File: config.mk
export PLATFORM = sky130hd
export DESIGN_NAME = wlu_word_logic_unit
export DESIGN_NICKNAME = d
export VERILOG_FILES = /design/src/logic/wlu_pkg.sv /design/src/logic/wlu_bitcell.sv /design/src/logic/wlu_word_logic_unit.sv
export SDC_FILE = /design/constraint.sdc
export NUM_CORES = 1
export LEC_CHECK = 0
export ABC_AREA = 1
export ABC_CLOCK_PERIOD_IN_PS = 1250
export BUFFER_PORTS_ARGS = -buffer_cell sky130_fd_sc_hd__buf_4
export CORE_UTILIZATION = 40
export CTS_CLUSTER_SIZE = 40
export DETAILED_ROUTE_END_ITERATION = 8
export HOLD_SLACK_MARGIN = 0.12
export PLACE_DENSITY = 0.62
export SLEW_MARGIN = 10
export SYNTH_ARGS = -nofsm -noshare
export SYNTH_HDL_FRONTEND = slang
export SYNTH_SLANG_ARGS = --single-unit
File: constraint.sdc
create_clock -name i_clock -period 1.25 [get_ports i_clock]
set_input_delay 0.125 -clock i_clock [delete_from_list [all_inputs] [get_ports i_clock]]
set_output_delay 0.125 -clock i_clock [all_outputs]
set_load 0.01 [all_outputs]
File: src/logic/wlu_pkg.sv
package wlu_pkg;
    // Operand and result widths
    localparam int WORD_W = 16;
    localparam int DWORD_W = 32;
    // Function codes as the sequencer presents them (decimal figures, hex literals)
    localparam logic [9:0] OPC_AND_SINGLE = 10'h022; // 034
    localparam logic [9:0] OPC_OR_SINGLE = 10'h023; // 035
    localparam logic [9:0] OPC_XOR_SINGLE = 10'h024; // 036
    localparam logic [9:0] OPC_AND_DOUBLE = 10'h262; // 610
    localparam logic [9:0] OPC_OR_DOUBLE = 10'h263; // 611
    localparam logic [9:0] OPC_XOR_DOUBLE = 10'h264; // 612
    // Bit positions of the flags and word halves
    localparam int MSB_SINGLE = 15;
    localparam int MSB_DOUBLE = 31;
    localparam logic [31:0] RESULT_RESET = 32'h0000_0000;
    // Logic function selector
    typedef enum logic [1:0] {
        WLU_FN_AND,
        WLU_FN_OR,
        WLU_FN_XOR
    } wlu_fn_t;
endpackage

File: src/logic/wlu_bitcell.sv
`timescale 1ns/1ns
// One bit position of the logic array
module wlu_bitcell (
    // Operand bits
    input wire logic i_a,
    input wire logic i_b,
    // Function select
    input wire wlu_pkg::wlu_fn_t i_fn,
    // Result bit
    output logic o_y
);
    // Each function looks only at its own position
    assign o_y = (i_fn == wlu_pkg::WLU_FN_AND) ? (i_a & i_b) :
                 (i_fn == wlu_pkg::WLU_FN_OR) ? (i_a | i_b) :
                 (i_a ^ i_b);
endmodule

File: src/logic/wlu_word_logic_unit.sv
`timescale 1ns/1ns
// How it works
// - single AND gives bitwise AND of words
// - double AND combines two 32-bit pairs
// - single OR sets bit if either set
// - single XOR sets bit where inputs differ
// - double XOR over full 32-bit pairs
// - single forms bitwise, any operand source
// - double forms bitwise, any operand source
// - error flag always cleared after execution
// - equals flag set when result zero
// - negative flag copies result top bit
module wlu_word_logic_unit (
    // Clock and reset
    input wire logic i_clock,
    input wire logic i_rst,
    // Request from the sequencer
    input wire logic i_exec,
    input wire logic [9:0] i_opcode,
    input wire logic [15:0] i_operand_a_lo,
    input wire logic [15:0] i_operand_a_hi,
    input wire logic [15:0] i_operand_b_lo,
    input wire logic [15:0] i_operand_b_hi,
    // Write-back to word storage
    output logic o_wr_valid,
    output logic o_wr_double,
    output logic [15:0] o_result_lo,
    output logic [15:0] o_result_hi,
    // Condition flags
    output logic o_error_flag,
    output logic o_equals_flag,
    output logic o_negative_flag,
    // Opcode not handled here
    output logic o_unknown
);
    // Opcode decode used for both validity and width
    function automatic logic op_known(input logic [9:0] op);
        op_known = (op == wlu_pkg::OPC_AND_SINGLE) || (op == wlu_pkg::OPC_OR_SINGLE)
            || (op == wlu_pkg::OPC_XOR_SINGLE) || (op == wlu_pkg::OPC_AND_DOUBLE)
            || (op == wlu_pkg::OPC_OR_DOUBLE) || (op == wlu_pkg::OPC_XOR_DOUBLE);
    endfunction

    function automatic logic op_double(input logic [9:0] op);
        op_double = (op == wlu_pkg::OPC_AND_DOUBLE) || (op == wlu_pkg::OPC_OR_DOUBLE)
            || (op == wlu_pkg::OPC_XOR_DOUBLE);
    endfunction

    // Decoded request
    wire logic known = op_known(i_opcode);
    wire logic is_double = op_double(i_opcode);
    wire logic fire = i_exec && known;
    wlu_pkg::wlu_fn_t fn;

    // Function from opcode; AND is the fallback for unknown codes, unused then
    always_comb begin
        case (i_opcode)
            wlu_pkg::OPC_OR_SINGLE, wlu_pkg::OPC_OR_DOUBLE: fn = wlu_pkg::WLU_FN_OR;
            wlu_pkg::OPC_XOR_SINGLE, wlu_pkg::OPC_XOR_DOUBLE: fn = wlu_pkg::WLU_FN_XOR;
            default: fn = wlu_pkg::WLU_FN_AND;
        endcase
    end

    // Low word at bits 15..0, next word at 31..16
    wire logic [31:0] a_full = {i_operand_a_hi, i_operand_a_lo};
    wire logic [31:0] b_full = {i_operand_b_hi, i_operand_b_lo};
    logic [31:0] y_full;

    // One cell per bit; constants arrive as operand words like any other source
    genvar g;
    generate
        for (g = 0; g < wlu_pkg::DWORD_W; g++) begin : g_bits
            wlu_bitcell u_cell (
                .i_a(a_full[g]),
                .i_b(b_full[g]),
                .i_fn(fn),
                .o_y(y_full[g])
            );
        end
    endgenerate

    // Single forms leave the high word zero so the flags see only 16 bits
    wire logic [31:0] next_result = is_double ? y_full
        : {16'h0000, y_full[wlu_pkg::MSB_SINGLE:0]};
    wire logic next_equals = (next_result == 32'h0000_0000);
    wire logic next_negative = is_double ? y_full[wlu_pkg::MSB_DOUBLE]
        : y_full[wlu_pkg::MSB_SINGLE];

    // Result and flags update only on an executed known opcode
    always_ff @(posedge i_clock or posedge i_rst) begin
        if (i_rst) begin
            {o_result_hi, o_result_lo} <= wlu_pkg::RESULT_RESET;
            o_equals_flag <= 1'b0;
            o_negative_flag <= 1'b0;
            o_error_flag <= 1'b0;
            o_wr_double <= 1'b0;
        end else if (fire) begin
            {o_result_hi, o_result_lo} <= next_result;
            o_equals_flag <= next_equals;
            o_negative_flag <= next_negative;
            o_error_flag <= 1'b0;
            o_wr_double <= is_double;
        end
    end

    // Write strobe and unknown pulse, one cycle each
    always_ff @(posedge i_clock or posedge i_rst) begin
        if (i_rst) begin
            o_wr_valid <= 1'b0;
            o_unknown <= 1'b0;
        end else begin
            o_wr_valid <= fire;
            o_unknown <= i_exec && !known;
        end
    end

    // Assertions, all on the one clock and reset of the unit

    // Single AND lands in the low word one cycle after the take
    property p_and_single;
        @(posedge i_clock) disable iff (i_rst)
        (i_exec && i_opcode == wlu_pkg::OPC_AND_SINGLE)
        |=> o_result_lo == ($past(i_operand_a_lo) & $past(i_operand_b_lo));
    endproperty
    a_and_single: assert property (p_and_single)
        else $error("single AND result wrong");

    // Double AND covers both words of the pair
    property p_and_double;
        @(posedge i_clock) disable iff (i_rst)
        (i_exec && i_opcode == wlu_pkg::OPC_AND_DOUBLE)
        |=> {o_result_hi, o_result_lo} == ($past(a_full) & $past(b_full));
    endproperty
    a_and_double: assert property (p_and_double)
        else $error("double AND result wrong");

    // Single OR in the low word
    property p_or_single;
        @(posedge i_clock) disable iff (i_rst)
        (i_exec && i_opcode == wlu_pkg::OPC_OR_SINGLE)
        |=> o_result_lo == ($past(i_operand_a_lo) | $past(i_operand_b_lo));
    endproperty
    a_or_single: assert property (p_or_single)
        else $error("single OR result wrong");

    // Single XOR in the low word
    property p_xor_single;
        @(posedge i_clock) disable iff (i_rst)
        (i_exec && i_opcode == wlu_pkg::OPC_XOR_SINGLE)
        |=> o_result_lo == ($past(i_operand_a_lo) ^ $past(i_operand_b_lo));
    endproperty
    a_xor_single: assert property (p_xor_single)
        else $error("single XOR result wrong");

    // Double XOR covers both words of the pair
    property p_xor_double;
        @(posedge i_clock) disable iff (i_rst)
        (i_exec && i_opcode == wlu_pkg::OPC_XOR_DOUBLE)
        |=> {o_result_hi, o_result_lo} == ($past(a_full) ^ $past(b_full));
    endproperty
    a_xor_double: assert property (p_xor_double)
        else $error("double XOR result wrong");

    // Single forms never leave stale bits in the high word
    property p_single_hi_zero;
        @(posedge i_clock) disable iff (i_rst)
        (fire && !is_double) |=> o_result_hi == 16'h0000 && !o_wr_double;
    endproperty
    a_single_hi_zero: assert property (p_single_hi_zero)
        else $error("single form touched high word");

    // Double OR combines the full pair as well
    property p_or_double;
        @(posedge i_clock) disable iff (i_rst)
        (i_exec && i_opcode == wlu_pkg::OPC_OR_DOUBLE)
        |=> {o_result_hi, o_result_lo} == ($past(a_full) | $past(b_full));
    endproperty
    a_or_double: assert property (p_or_double)
        else $error("double OR result wrong");

    // Storage must know that two words are to be written
    property p_double_flag;
        @(posedge i_clock) disable iff (i_rst)
        (fire && is_double) |=> o_wr_double && o_wr_valid;
    endproperty
    a_double_flag: assert property (p_double_flag)
        else $error("double form not marked");

    // No operand combination is an error for these functions
    property p_error_clear;
        @(posedge i_clock) disable iff (i_rst)
        o_wr_valid |-> !o_error_flag;
    endproperty
    a_error_clear: assert property (p_error_clear)
        else $error("error flag set after logic op");

    // Equals follows the whole written value
    property p_equals;
        @(posedge i_clock) disable iff (i_rst)
        o_wr_valid |-> o_equals_flag == ({o_result_hi, o_result_lo} == 32'h0000_0000);
    endproperty
    a_equals: assert property (p_equals)
        else $error("equals flag wrong");

    // Negative follows the top bit of whichever width was written
    property p_negative;
        @(posedge i_clock) disable iff (i_rst)
        o_wr_valid |-> o_negative_flag == (o_wr_double ? o_result_hi[wlu_pkg::MSB_SINGLE]
            : o_result_lo[wlu_pkg::MSB_SINGLE]);
    endproperty
    a_negative: assert property (p_negative)
        else $error("negative flag wrong");

    // Nothing moves and nothing is written without a taken request
    property p_hold;
        @(posedge i_clock) disable iff (i_rst)
        !fire |=> $stable(o_result_lo) && $stable(o_result_hi)
            && $stable(o_equals_flag) && $stable(o_negative_flag)
            && $stable(o_wr_double) && !o_wr_valid;
    endproperty
    a_hold: assert property (p_hold)
        else $error("state changed without execution");

    // Main scenarios
    c_single: cover property (@(posedge i_clock) disable iff (i_rst) fire && !is_double);
    c_double: cover property (@(posedge i_clock) disable iff (i_rst) fire && is_double);
    c_zero: cover property (@(posedge i_clock) disable iff (i_rst) o_wr_valid && o_equals_flag);
    c_neg: cover property (@(posedge i_clock) disable iff (i_rst) o_wr_valid && o_negative_flag);
endmodule

; ---- After elaboration in Yosys (flattened, before gate mapping)
; Cells that the tools add are included.
; Widths: inputs -> output; s select.
[word_totals]
ff_bits = 37
inputBits = 77
output_inout_bits = 38
word_cells = 191
[classes]
eq_ne = 7
muxes = 67
bitwise = 96
n_reduce_logical = 14
[ops]
columns = operator, count
row1 = $mux 1, 65
row2 = $and 1x1->1, 32
row3 = $logic_not 32->1, 1
row4 = $mux 32, 1
row5 = $or 1x1->1, 32
row6 = $xor 1x1->1, 32
row7 = $eq 10x10->1 const B, 3
row8 = $eq 10x6->1 const B, 3
row9 = $logic_or 1x1->1, 7
row10 = $pmux 2 s2, 1
row11 = $reduce_or 2->1, 2
row12 = $eq 2x1->1 const B, 1
row13 = $logic_and 1x1->1, 2
row14 = $logic_not 2->1, 1
row15 = $logic_not 1->1, 1

; ---- Logic depth before layout (Yosys ltp)
; Gate-level depths: netlist of run 1.
[logic_depth]
ltp_word = 8
ltp_mapped = 16
depth_no_buf = 15

; ---- Hierarchy
; Synthesis of run 1 repeated with hierarchy kept, for this count alone.
[hier_totals]
cells_unflattened = 584
area_unflattened_um2 = 3737.3
[by_module_without_submodules]
columns = module, n_inst, cells_per_inst, area_each_um2, seq_area_each_um2
row1 = wlu_bitcell, 32, 12, 63.8, 0.0
row2 = wlu_word_logic_unit, 1, 200, 1695.4, 925.9

; ---- Worst setup path after synthesis of run 1
; No wires, ideal clock.
[synth_timing]
path_kind = in2reg
start = input port i_opcode[8]
end = register o_result_lo[0]
setup_time_ns = 0.135
t_arrival_ns = 1.238
required_time_ns = 1.115
slack_ns = -0.122
cell_stages = 11
n_path_buf = 3
cell_sequence = nor2_2 -> nand3_2 -> nand2_4 -> buf_6 -> nand2_1 -> nor2_2 -> inv_1 -> buf_2 -> buf_2 -> nand2_1 -> o21ai_0
[synth_between]
elab_chain_len = 7
word_cells_on_any_way = 20
classes_between = eq/ne (7) / mux (4) / reduce/logical (9)
[synth_rtl]
columns = element, line_no
row1 = from (decl), wlu_word_logic_unit.sv:19  ; input wire logic [9:0] i_opcode,
row2 = $eq 10x6->1 (tied with other cells), "wlu_word_logic_unit.sv:39, wlu_word_logic_unit.sv:56"
row3 = $reduce_or 2->1 / $logic_or 1x1->1 (equally long branches), "wlu_word_logic_unit.sv:56, wlu_word_logic_unit.sv:38"
row4 = $pmux 2 s2 / $logic_or 1x1->1 (equally long branches), "wlu_word_logic_unit.sv:56, wlu_word_logic_unit.sv:39"
row5 = $eq 2x1->1 / $logic_or 1x1->1 (equally long branches), "wlu_bitcell.sv:14, wlu_word_logic_unit.sv:39"
row6 = $mux 1 / $logic_or 1x1->1 (equally long branches), "wlu_bitcell.sv:14, wlu_word_logic_unit.sv:40"
row7 = $mux 1 / $logic_or 1x1->1 (equally long branches), "wlu_bitcell.sv:13, wlu_word_logic_unit.sv:40"
row8 = $mux 32 / $logic_and 1x1->1 (equally long branches), "wlu_word_logic_unit.sv:82, wlu_word_logic_unit.sv:51"
row9 = to (signal assigned), wlu_word_logic_unit.sv:91  ; {o_result_hi, o_result_lo} <= wlu_pkg::RESULT_RESET;
row10 = to (signal assigned), wlu_word_logic_unit.sv:97  ; {o_result_hi, o_result_lo} <= next_result;
row11 = to (decl), wlu_word_logic_unit.sv:27  ; output logic [15:0] o_result_lo,
; Several ways; a longest one is shown, not always the timed one.
; A chain may end at the register's enable or synchronous reset.

; ---- Worst setup path in the final report of run 1
[layout_timing]
start = input port i_opcode[6]
end = register o_equals_flag
[layout_between]
elab_chain_len = 8
word_cells_on_any_way = 85
classes_between = eq/ne (7) / mux (66) / reduce/logical (12)
[layout_rtl]
columns = element, line_no
row1 = $eq 10x6->1 (tied with other cells), "wlu_word_logic_unit.sv:39, wlu_word_logic_unit.sv:56"
row2 = $reduce_or 2->1, wlu_word_logic_unit.sv:56  ; case (i_opcode)
row3 = $pmux 2 s2, wlu_word_logic_unit.sv:56
row4 = $eq 2x1->1, wlu_bitcell.sv:14  ; (i_fn == wlu_pkg::WLU_FN_OR) ? (i_a | i_b) :
row5 = $mux 1, wlu_bitcell.sv:14
row6 = $mux 1, wlu_bitcell.sv:13  ; assign o_y = (i_fn == wlu_pkg::WLU_FN_AND) ? (i_a & i_b) :
row7 = $mux 32, wlu_word_logic_unit.sv:82  ; wire logic [31:0] next_result = is_double ? y_full
row8 = $logic_not 32->1, wlu_word_logic_unit.sv:84  ; wire logic next_equals = (next_result == 32'h0000_0000);
row9 = to (signal assigned), wlu_word_logic_unit.sv:98  ; o_equals_flag <= next_equals;
row10 = to (decl), wlu_word_logic_unit.sv:31  ; output logic o_equals_flag,
; Several ways; a longest one is shown, not always the timed one.

==> results of run 1 <==
flip-flops by register name, summed over array words and instances, names as in the netlist:
signal,flops
o_negative_flag,1
o_unknown,1
o_result_hi,16
o_wr_valid,1
o_equals_flag,1
o_wr_double,1
o_result_lo,16
routing by layer:
metal | routed length [um] | GRT usage
met5 | 0 | 0
met4 | 89 | 0.0528
met3 | 369 | 0.0122
met2 | 4890 | 0.354
met1 | 4760 | 0.285
report_power, final:
part | switching [mW] | leakage (nW) | internal, mW
Clock | 0.433 | 0.0439 | 0.385
Sequential | 0.0330 | 0.509 | 1.25
Combinational | 0.415 | 2.60 | 0.460
Total | 0.881 | 3.15 | 2.10
synthesized netlist by cell type, types with 5 or more instances:
library cell / instances
o21ai_0: 22
o21a_1: 7
inv_1: 96
buf_2: 12
o211ai_1: 6
ha_1: 64
nand3b_1: 15
a21oi_1: 16
nor2_1: 41
nand3_1: 18
buf_6: 5
dfrtp_1: 37
nand2_1: 153
final timing paths:
kind	startpoint	to	slack [ns]	cells after the start
setup / recovery	i_opcode[6]	o_equals_flag$_DFFE_PP0P_	-0.15	16
hold / removal	i_exec	o_wr_double$_DFFE_PP0P_	0.17	3
setup reg to reg	o_result_hi[12]$_DFFE_PP0P_	o_result_hi[12]$_DFFE_PP0P_	0.48	1
hold reg to reg	o_result_lo[14]$_DFFE_PP0P_	o_result_lo[14]$_DFFE_PP0P_	0.48	2
max in group asynchronous	i_rst	o_unknown$_DFF_PP0_	0.43	4
min in group asynchronous	i_rst	o_wr_valid$_DFF_PP0_	0.50	4
per-stage QoR:
stage / worst slack [ns] / power, mW / setup TNS (ns) / hold slack (ns)
after CTS: -0.137 / 2.99 / -0.137 / 0.137
after global routing: -0.284 / 3.16 / -0.945 / 0.189
after detailed placement: -0.518 / 2.16 / -10.07 / 0.265
after floorplan: -0.0711 / 1.70 / -0.631 / 0.287
after global placement: -0.506 / 2.15 / -9.90 / 0.260
final: -0.147 / 2.98 / -0.182 / 0.166
critical path, stage by stage:
cell and delay [ns]:
buf_4 0.13, nand2_4 0.06, inv_2 0.04, nand3_4 0.08, nand2_4 0.09, buf_8 0.15, clkbuf_16 0.14, a21oi_1 0.12
nor2_1 0.06, nor2_1 0.15, nand2_1 0.07, nor2_1 0.09, nand2_1 0.07, nor2_1 0.12, nand3_1 0.08, nand2_1 0.06
layout make-up:
cell class,count,share of cell area
multi-input cells,366,0.441
repair buffers,181,0.276
flip-flops and latches,37,0.169
inverters,101,0.0727
well taps,108,0.0247
clock buffers,5,0.0126
clock inverters,3,0.00320
cells by family after synthesis:
kind of cell,after synthesis,synth area share
buffers and inverters,123,0.144
and+or+nand+nor,240,0.286
AOI/OAI and AO/OA,59,0.0973
muxes,2,0.00608
other,1,0.00101
DFF,37,0.250
adders and majority gates,64,0.216
timing repair:
action / in CTS / in global routing
endpoints found under the setup margin: 9 / 35
hold buffers: 1 / 0
gates resized for setup: 12 / 59
cloned: 0 / 2
pin swaps: 3 / 12
endpoints found under the hold margin: 37 / 0
setup buffers: 0 / 10
==> qor.csv, run 1 <==
stage;metric;value;unit
routing;vias_per_cell;4.61;
clock_tree;insertion_delay;0.28;ns
yosys;yosys-top-cells-area;dfrtp_1 (25%), ha_1 (22%), nand2_1 (16%);
routing;totalWireLength;10.1;mm
yosys;yosysSeqAreaShare;0.250;
routing;drc_errors;1;
setup_path;crit_path_end_kind;flip-flop;
yosys;synth_top_area_cell;dfrtp_1;
yosys;yosysWarnings;0;
power;p_leak;3.15;nW
cells_and_area;multi_input_area;0.00242;mm^2
run_status;violations;design-rule violations, negative setup slack;
die;fp.coreArea;0.00885;mm^2
routing;first_pass_iters;8;
setup_path;crit_fanout;6;
yosys;synth-main-ff-cell;dfrtp_1;
yosys;synth_nets;667;
yosys;synth_cell_types;31;
cells_and_area;final_common_cell;buf_4;
yosys;postSynthCellCount;526;
sta;fmax;0.716;GHz
power;vdd_drop_max;0.358;mV
yosys;async_flop_share;1.00;
clock_tree;numCtsBuffers;5;
die;std_cell_rows;34;
global_routing;grt-ovfl-total;0;
setup_path;arrival;1.63;ns
power;p_per_area;544;mW/mm^2
clock_tree;clk_path_buf_depth;2;
global_routing;grt.total_usage;0.207;
sta;min_period_over_period;1.12;
global_routing;grt_pass1_vias;3369;
place;dpl.cell_count;782;
cells_and_area;fin_area;0.00548;mm^2
cells_and_area;area_growth;47.9;%
clock_tree;cts_sinks;37;
setup_path;cp-start-kind;primary input;
clock_tree;root_buffer;clkbuf_8;
sta;setup_viol;3;
cells_and_area;antenna_cells;0;
sta;grt_setup_unrepaired;true;
yosys;avgSynthCellArea;7.04;um^2
cells_and_area;seqCellArea;926;um^2
cells_and_area;drive_gt1_frac;0.369;
global_routing;antenna_found_initial;0;
yosys;netlist.area_leader.share;0.250;
place;hpwlAfterDp;7.99;mm
place;place.gp.congestion;0.877;
routing;ant_nets;0;
routing;routedWlPerCell;12.6;um
clock_tree;cts_max_level;2;
die;die_x;98.2;um
die;initial_utilization;0.418;
place;port_buffers;113;
die;pin_count;115;
cells_and_area;final_cell_mix;buf_4 (158), nand2_1 (135), inv_1 (92);
sta;hold_viol_final;0;
yosys;ys_ff_latch;37;
clock_tree;cts_tree;yes;
cells_and_area;fin_util;0.619;
sta;setup_ws;-0.147;ns
cells_and_area;nFillCells;811;
sta;slew_viol_final;0;
global_routing;grt_max_degree;38;
global_routing;grt_first_pass_wirelength;16.1;mm
sta;skew;0;ns
run_status;outcome;finished with violations;
die;die_height;98.2;um
routing;dr_total_vias;3696;
setup_path;path_class;primary input to flip-flop;
job;drv_cap;0;
routing;drtIter0Drc;130;
cells_and_area;stdcell_count;801;
yosys;synth-edff-count;0;
clock_tree;clk_pin_slew_worst_paths;0.08;ns
yosys;synthesis.area;0.00370;mm^2
setup_path;worstPathRequired;1.48;ns
cells_and_area;layout.nets;833;
sta;min_period;1.40;ns
place;placed_cell_area;0.00507;mm^2
worst_hold_path;hold_path_class;primary input to flip-flop;
die;die_area;0.00964;mm^2
(Power assumes the default switching activity.)
==> inputs of run 2 (changes only) <==
==> constraint.sdc (replaced) <==
create_clock -name i_clock -period 1.25 [get_ports i_clock]
set_input_delay 0.1875 -clock i_clock [delete_from_list [all_inputs] [get_ports i_clock]]
set_output_delay 0.1875 -clock i_clock [all_outputs]
set_load 0.01 [all_outputs]
==> qor.csv, run 2 (same netlist as run 1, synthesis figures left out) <==
stage;metric;value;unit
setup_path;arrival;1.65;ns
setup_path;crit_fanout;6;
place;port_buffers;113;
setup_path;worstPathRequired;1.43;ns
clock_tree;insertion_delay;0.29;ns
setup_path;rr_worst_depth;1;
place;hpwlAfterDp;8.05;mm
cells_and_area;multi_input_area;0.00243;mm^2
clock_tree;clk_path_buf_depth;2;
routing;routedWlPerCell;12.7;um
setup_path;max_stage_delay;0.22;ns
routing;dr_total_vias;3749;
clock_tree;root_buffer;clkbuf_8;
power;vdd_drop_max;0.435;mV
routing;ant_nets;0;
die;die_area;0.00964;mm^2
cells_and_area;antenna_cells;0;
sta;skew;0;ns
sta;slew_viol_final;0;
setup_path;cp_slowest_cell;buf_4;
worst_hold_path;min-delay-start;i_exec;
die;die_x;98.2;um
setup_path;regToRegStartpoint;o_result_hi[1]$_DFFE_PP0P_;
global_routing;grt.total_usage;0.211;
clock_tree;cts_tree;yes;
power;power;3.26;mW
sta;fin_tns_setup;-2.59;ns
run_status;outcome;finished with violations;
die;die_height;98.2;um
die;initial_utilization;0.418;
cells_and_area;drive_gt1_frac;0.360;
setup_path;crit_family;simple AND/OR/NAND/NOR gates;
global_routing;grt_pass1_vias;3425;
die;fp.coreArea;0.00885;mm^2
setup_path;rrSetupSlack;0.49;ns
cells_and_area;final_cell_mix;buf_4 (153), nand2_1 (140), inv_1 (92);
worst_hold_path;holdPathEnd;o_wr_double$_DFFE_PP0P_;
sta;setup_viol;35;
clock_tree;clk_pin_slew_worst_paths;0.07;ns
sta;min_period_over_period;1.17;
worst_hold_path;whs_path_depth;3;
cells_and_area;nFillCells;840;
sta;hold_viol_final;0;
routing;vias_per_cell;4.67;
cells_and_area;layout.nets;835;
global_routing;grt_max_degree;38;
power;p_leak;3.19;nW
sta;grt_setup_unrepaired;true;
cells_and_area;seqCellArea;926;um^2
global_routing;grt-ovfl-total;0;
clock_tree;cts_max_level;2;
setup_path;crit_path_end_kind;flip-flop;
setup_path;reg2reg_to;o_result_hi[1]$_DFFE_PP0P_;
sta;min_period;1.47;ns
sta;fmax;0.681;GHz
global_routing;use_met2;0.349;
routing;drtIter0Drc;186;
worst_hold_path;hold_path_class;primary input to flip-flop;
setup_path;path_class;primary input to flip-flop;
setup_path;cp-start-kind;primary input;
setup_path;path_buf_inv;3;
setup_path;crit_chain;buf_6, nor2_4, nand3_4, buf_6, a21oi_4, buf_4, nand3_1, nor2_1, nor2_1, nand2_1, nor2_2, nand3_1, nand2_1;
job;drv_cap;0;
routing;first_pass_iters;6;
die;std_cell_rows;34;
global_routing;grtUsageMet1;0.292;
global_routing;use_met3;0.0157;
routing;drc_errors;7;
clock_tree;cts_sinks;37;
cells_and_area;area_growth;50.1;%
routing;totalWireLength;10.2;mm
cells_and_area;final_common_cell;buf_4;
run_status;violations;design-rule violations, negative setup slack;
global_routing;grt_first_pass_wirelength;16.3;mm
global_routing;antenna_found_initial;0;
global_routing;top_usage_layer;met2;
sta;setup_ws;-0.217;ns
die;pin_count;115;
clock_tree;numCtsBuffers;5;
place;place.gp.congestion;0.846;
power;p_per_area;587;mW/mm^2
## run 2: cell types whose count changed in the layout (fill, tap and decap cells not counted), sizes merged
| cell | change |
|---|---|
| clkbuf | -1 |
| buf | +2 |
| bufinv | +1 |
## run 2: area by class of cell
cell class / count / area share
inverters: 101 / 0.0730
flip-flops and latches: 37 / 0.167
clock inverters: 2 / 0.00676
well taps: 108 / 0.0243
multi-input cells: 366 / 0.437
repair inverters: 2 / 0.00293
repair buffers: 181 / 0.275
clock buffers: 6 / 0.0149
## run 2: worst max-delay path by stage
stage	startpoint	to	cells after the start
after detailed placement	i_opcode[4]	o_equals_flag$_DFFE_PP0P_	15
after global placement	i_opcode[4]	o_equals_flag$_DFFE_PP0P_	15
after global routing	i_opcode[4]	o_equals_flag$_DFFE_PP0P_	14
after CTS	i_opcode[4]	o_equals_flag$_DFFE_PP0P_	14
after floorplan	i_opcode[6]	o_equals_flag$_DFFE_PP0P_	15
final	i_opcode[7]	o_equals_flag$_DFFE_PP0P_	13
## run 2: layer usage
| metal | up-vias | wire length (um) | share of wire |
|---|---|---|---|
| met5 | - | 0 | 0 |
| met4 | 0 | 177 | 0.017 |
| met3 | 13 | 452 | 0.044 |
| met2 | 104 | 4910 | 0.48 |
| met1 | 1693 | 4650 | 0.46 |
| li1 | 1939 | - | - |
## run 2: repair_timing
| action | 4_1_cts | 5_1_grt |
|---|---|---|
| hold endpoints to repair | 37 | 0 |
| pin swaps | 1 | 10 |
| buffers inserted | 0 | 7 |
| endpoints found under the setup margin | 36 | 36 |
| hold buffers | 1 | 0 |
| gates resized for setup | 5 | 67 |
| cloned | 0 | 2 |
## run 2: where the power goes
part | internal, mW | switching [mW] | total (mW)
Sequential | 1.25 | 0.0335 | 1.29
Clock | 0.648 | 0.423 | 1.07
Combinational | 0.474 | 0.430 | 0.904
Total | 2.37 | 0.886 | 3.26
## run 2: per-stage QoR
stage                     cells  cell area, um^2  worst slack (ns)  hold WS [ns]  utilization
after floorplan             526             3810            -0.134         0.367            -
after global placement      786             5110            -0.595         0.328        0.578
after detailed placement    786             5110            -0.592         0.327        0.578
after CTS                   795             5260            -0.199         0.218        0.595
after global routing        803             5560            -0.370         0.253        0.628
final                       803             5560            -0.217         0.220        0.628
## run 2: worst min-delay path, stage by stage
cell and delay (ns):
buf_4 0.08, inv_1 0.08, o21ai_1 0.13
==> inputs of run 3 (changes only) <==
--- a/config.mk
+++ b/config.mk
@@ -12,6 +12,7 @@
 export CTS_CLUSTER_SIZE = 40
 export DETAILED_ROUTE_END_ITERATION = 8
 export HOLD_SLACK_MARGIN = 0.12
+export MAX_ROUTING_LAYER = met4
 export PLACE_DENSITY = 0.62
 export SLEW_MARGIN = 10
 export SYNTH_ARGS = -nofsm -noshare
==> qor.csv, run 3 (same netlist as run 1, synthesis figures left out) <==
stage;metric;value;unit
power;power;2.98;mW
routing;ant_nets;0;
setup_path;path_buf_inv;4;
run_status;violations;design-rule violations, negative setup slack;
cells_and_area;final_cell_mix;buf_4 (170), nand2_1 (117), inv_1 (93);
routing;totalWireLength;10.0;mm
die;die_height;98.2;um
place;port_buffers;113;
global_routing;grt.total_usage;0.209;
cells_and_area;layout.nets;841;
setup_path;path_class;primary input to flip-flop;
setup_path;startpoint;i_opcode[6];
routing;routedWlPerCell;12.4;um
setup_path;cp_slowest_cell;clkbuf_16;
power;p_per_area;528;mW/mm^2
clock_tree;clk_path_buf_depth;2;
clock_tree;insertion_delay;0.28;ns
worst_hold_path;min-delay-start;i_exec;
setup_path;cp-start-kind;primary input;
setup_path;regToRegStartpoint;o_result_hi[12]$_DFFE_PP0P_;
sta;slew_viol_final;0;
die;pin_count;115;
die;initial_utilization;0.418;
global_routing;grt-ovfl-total;0;
run_status;outcome;finished with violations;
sta;setup_ws;-0.241;ns
place;place.gp.congestion;0.833;
sta;min_period;1.49;ns
clock_tree;clk_pin_slew_worst_paths;0.07;ns
die;std_cell_rows;34;
die;die_x;98.2;um
clock_tree;root_buffer;clkbuf_8;
global_routing;grt_max_degree;38;
clock_tree;cts_sinks;37;
sta;grt_setup_unrepaired;true;
power;pwr-share-seq;0.434;
sta;min_period_over_period;1.19;
routing;drtIter0Drc;143;
setup_path;max_stage_delay;0.16;ns
power;p_leak;3.27;nW
cells_and_area;area_growth;52.4;%
routing;first_pass_iters;9;
job;drv_cap;0;
setup_path;crit_fanout;9;
sta;setup_viol;36;
setup_path;worstPathRequired;1.47;ns
sta;whs;0.235;ns
power;p_clk_frac;0.262;
cells_and_area;final_common_cell;buf_4;
cells_and_area;antenna_cells;0;
setup_path;crit_chain;buf_4, nand2_4, inv_2, nand3_4, nand2_4, buf_6, clkbuf_16, a21oi_1, nor2_1, nor2_2, nand2_1, nor2_1, nand2_1, nor2_1, nand3_1, nand2_1;
clock_tree;numCtsBuffers;5;
power;combPwrFrac;0.304;
sta;skew;0;ns
die;fp.coreArea;0.00885;mm^2
die;die_area;0.00964;mm^2
power;switching_share;0.288;
setup_path;crit_family;simple AND/OR/NAND/NOR gates;
power;internal_power;2.12;mW
routing;dr_total_vias;3665;
routing;drc_errors;1;
routing;vias_per_cell;4.53;
global_routing;grt_pass1_vias;3374;
cells_and_area;drive_gt1_frac;0.385;
sta;hold_viol_final;0;
setup_path;rrSetupSlack;0.49;ns
power;p_switching;0.857;mW
clock_tree;cts_tree;yes;
worst_hold_path;hold_path_class;primary input to flip-flop;
setup_path;crit_path_end_kind;flip-flop;
power;vdd_drop_max;0.303;mV
global_routing;antenna_found_initial;0;
setup_path;arrival;1.71;ns
clock_tree;cts_max_level;2;
place;hpwlAfterDp;7.84;mm
sta;fmax;0.671;GHz
global_routing;grt_first_pass_wirelength;15.7;mm
-- run 3: cell types whose count changed in the layout (fill, tap and decap cells not counted), moves of 6 or more --
cell / change
nand2_1: -23
nand2_4: +16
buf_4: +17
o21ai_0: -6
nand2_2: +8
a21oi_1: +6
buf_6: -13
-- run 3: cell type report --
cell class	instances	area [um^2]
Multi-Input combinational cell	366	2500
Tap cell	108	135
Clock buffer	6	72.6
Timing Repair inverter	1	5.00
Inverter	101	394
Fill cell	814	3210
Sequential cell	37	926
Clock inverter	2	10.0
Timing Repair Buffer	188	1600
-- run 3: what timing repair did --
action / in CTS / in global routing
gates cloned: 0 / 6
setup endpoints to repair: 36 / 36
setup buffers: 1 / 5
gates resized for setup: 5 / 75
hold endpoints to repair: 37 / 0
pin swaps: 1 / 11
hold buffers: 1 / 0
-- run 3: routing by layer --
metal,wire [um],track usage
met5,0,-
met4,188,0.0551
met3,385,0.0215
met2,4840,0.345
met1,4630,0.273
-- run 3: final timing paths --
| path | cells after the start | to |
|---|---|---|
| max reg2reg | 1 | o_result_hi[12]$_DFFE_PP0P_ |
| min | 3 | o_wr_double$_DFFE_PP0P_ |
| min reg2reg | 2 | o_result_lo[11]$_DFFE_PP0P_ |
| min in group asynchronous | 4 | o_result_lo[12]$_DFFE_PP0P_ |
| max | 16 | o_equals_flag$_DFFE_PP0P_ |
| max in group asynchronous | 4 | o_result_lo[10]$_DFFE_PP0P_ |
-- run 3: power groups by stage --
stage | clock network [mW] | logic [mW] | registers, mW
floorplan | 0 | 0.369 | 1.33
detailed placement | 0 | 0.864 | 1.31
global placement | 0 | 0.845 | 1.31
global route | 0.859 | 1.02 | 1.30
finish | 0.780 | 0.908 | 1.29
CTS | 0.812 | 0.875 | 1.28
-- run 3: through the flow --
| step | util | cell area [um^2] | std cells | setup WS [ns] | setup TNS, ns |
|---|---|---|---|---|---|
| finish | 0.638 | 5640 | 809 | -0.241 | -6.72 |
| global route | 0.638 | 5640 | 809 | -0.337 | -9.72 |
| CTS | 0.593 | 5250 | 798 | -0.192 | -4.39 |
| detailed placement | 0.580 | 5130 | 788 | -0.574 | -15.57 |
| global placement | 0.580 | 5130 | 788 | -0.529 | -14.60 |
| floorplan | - | 3810 | 526 | -0.134 | -1.66 |
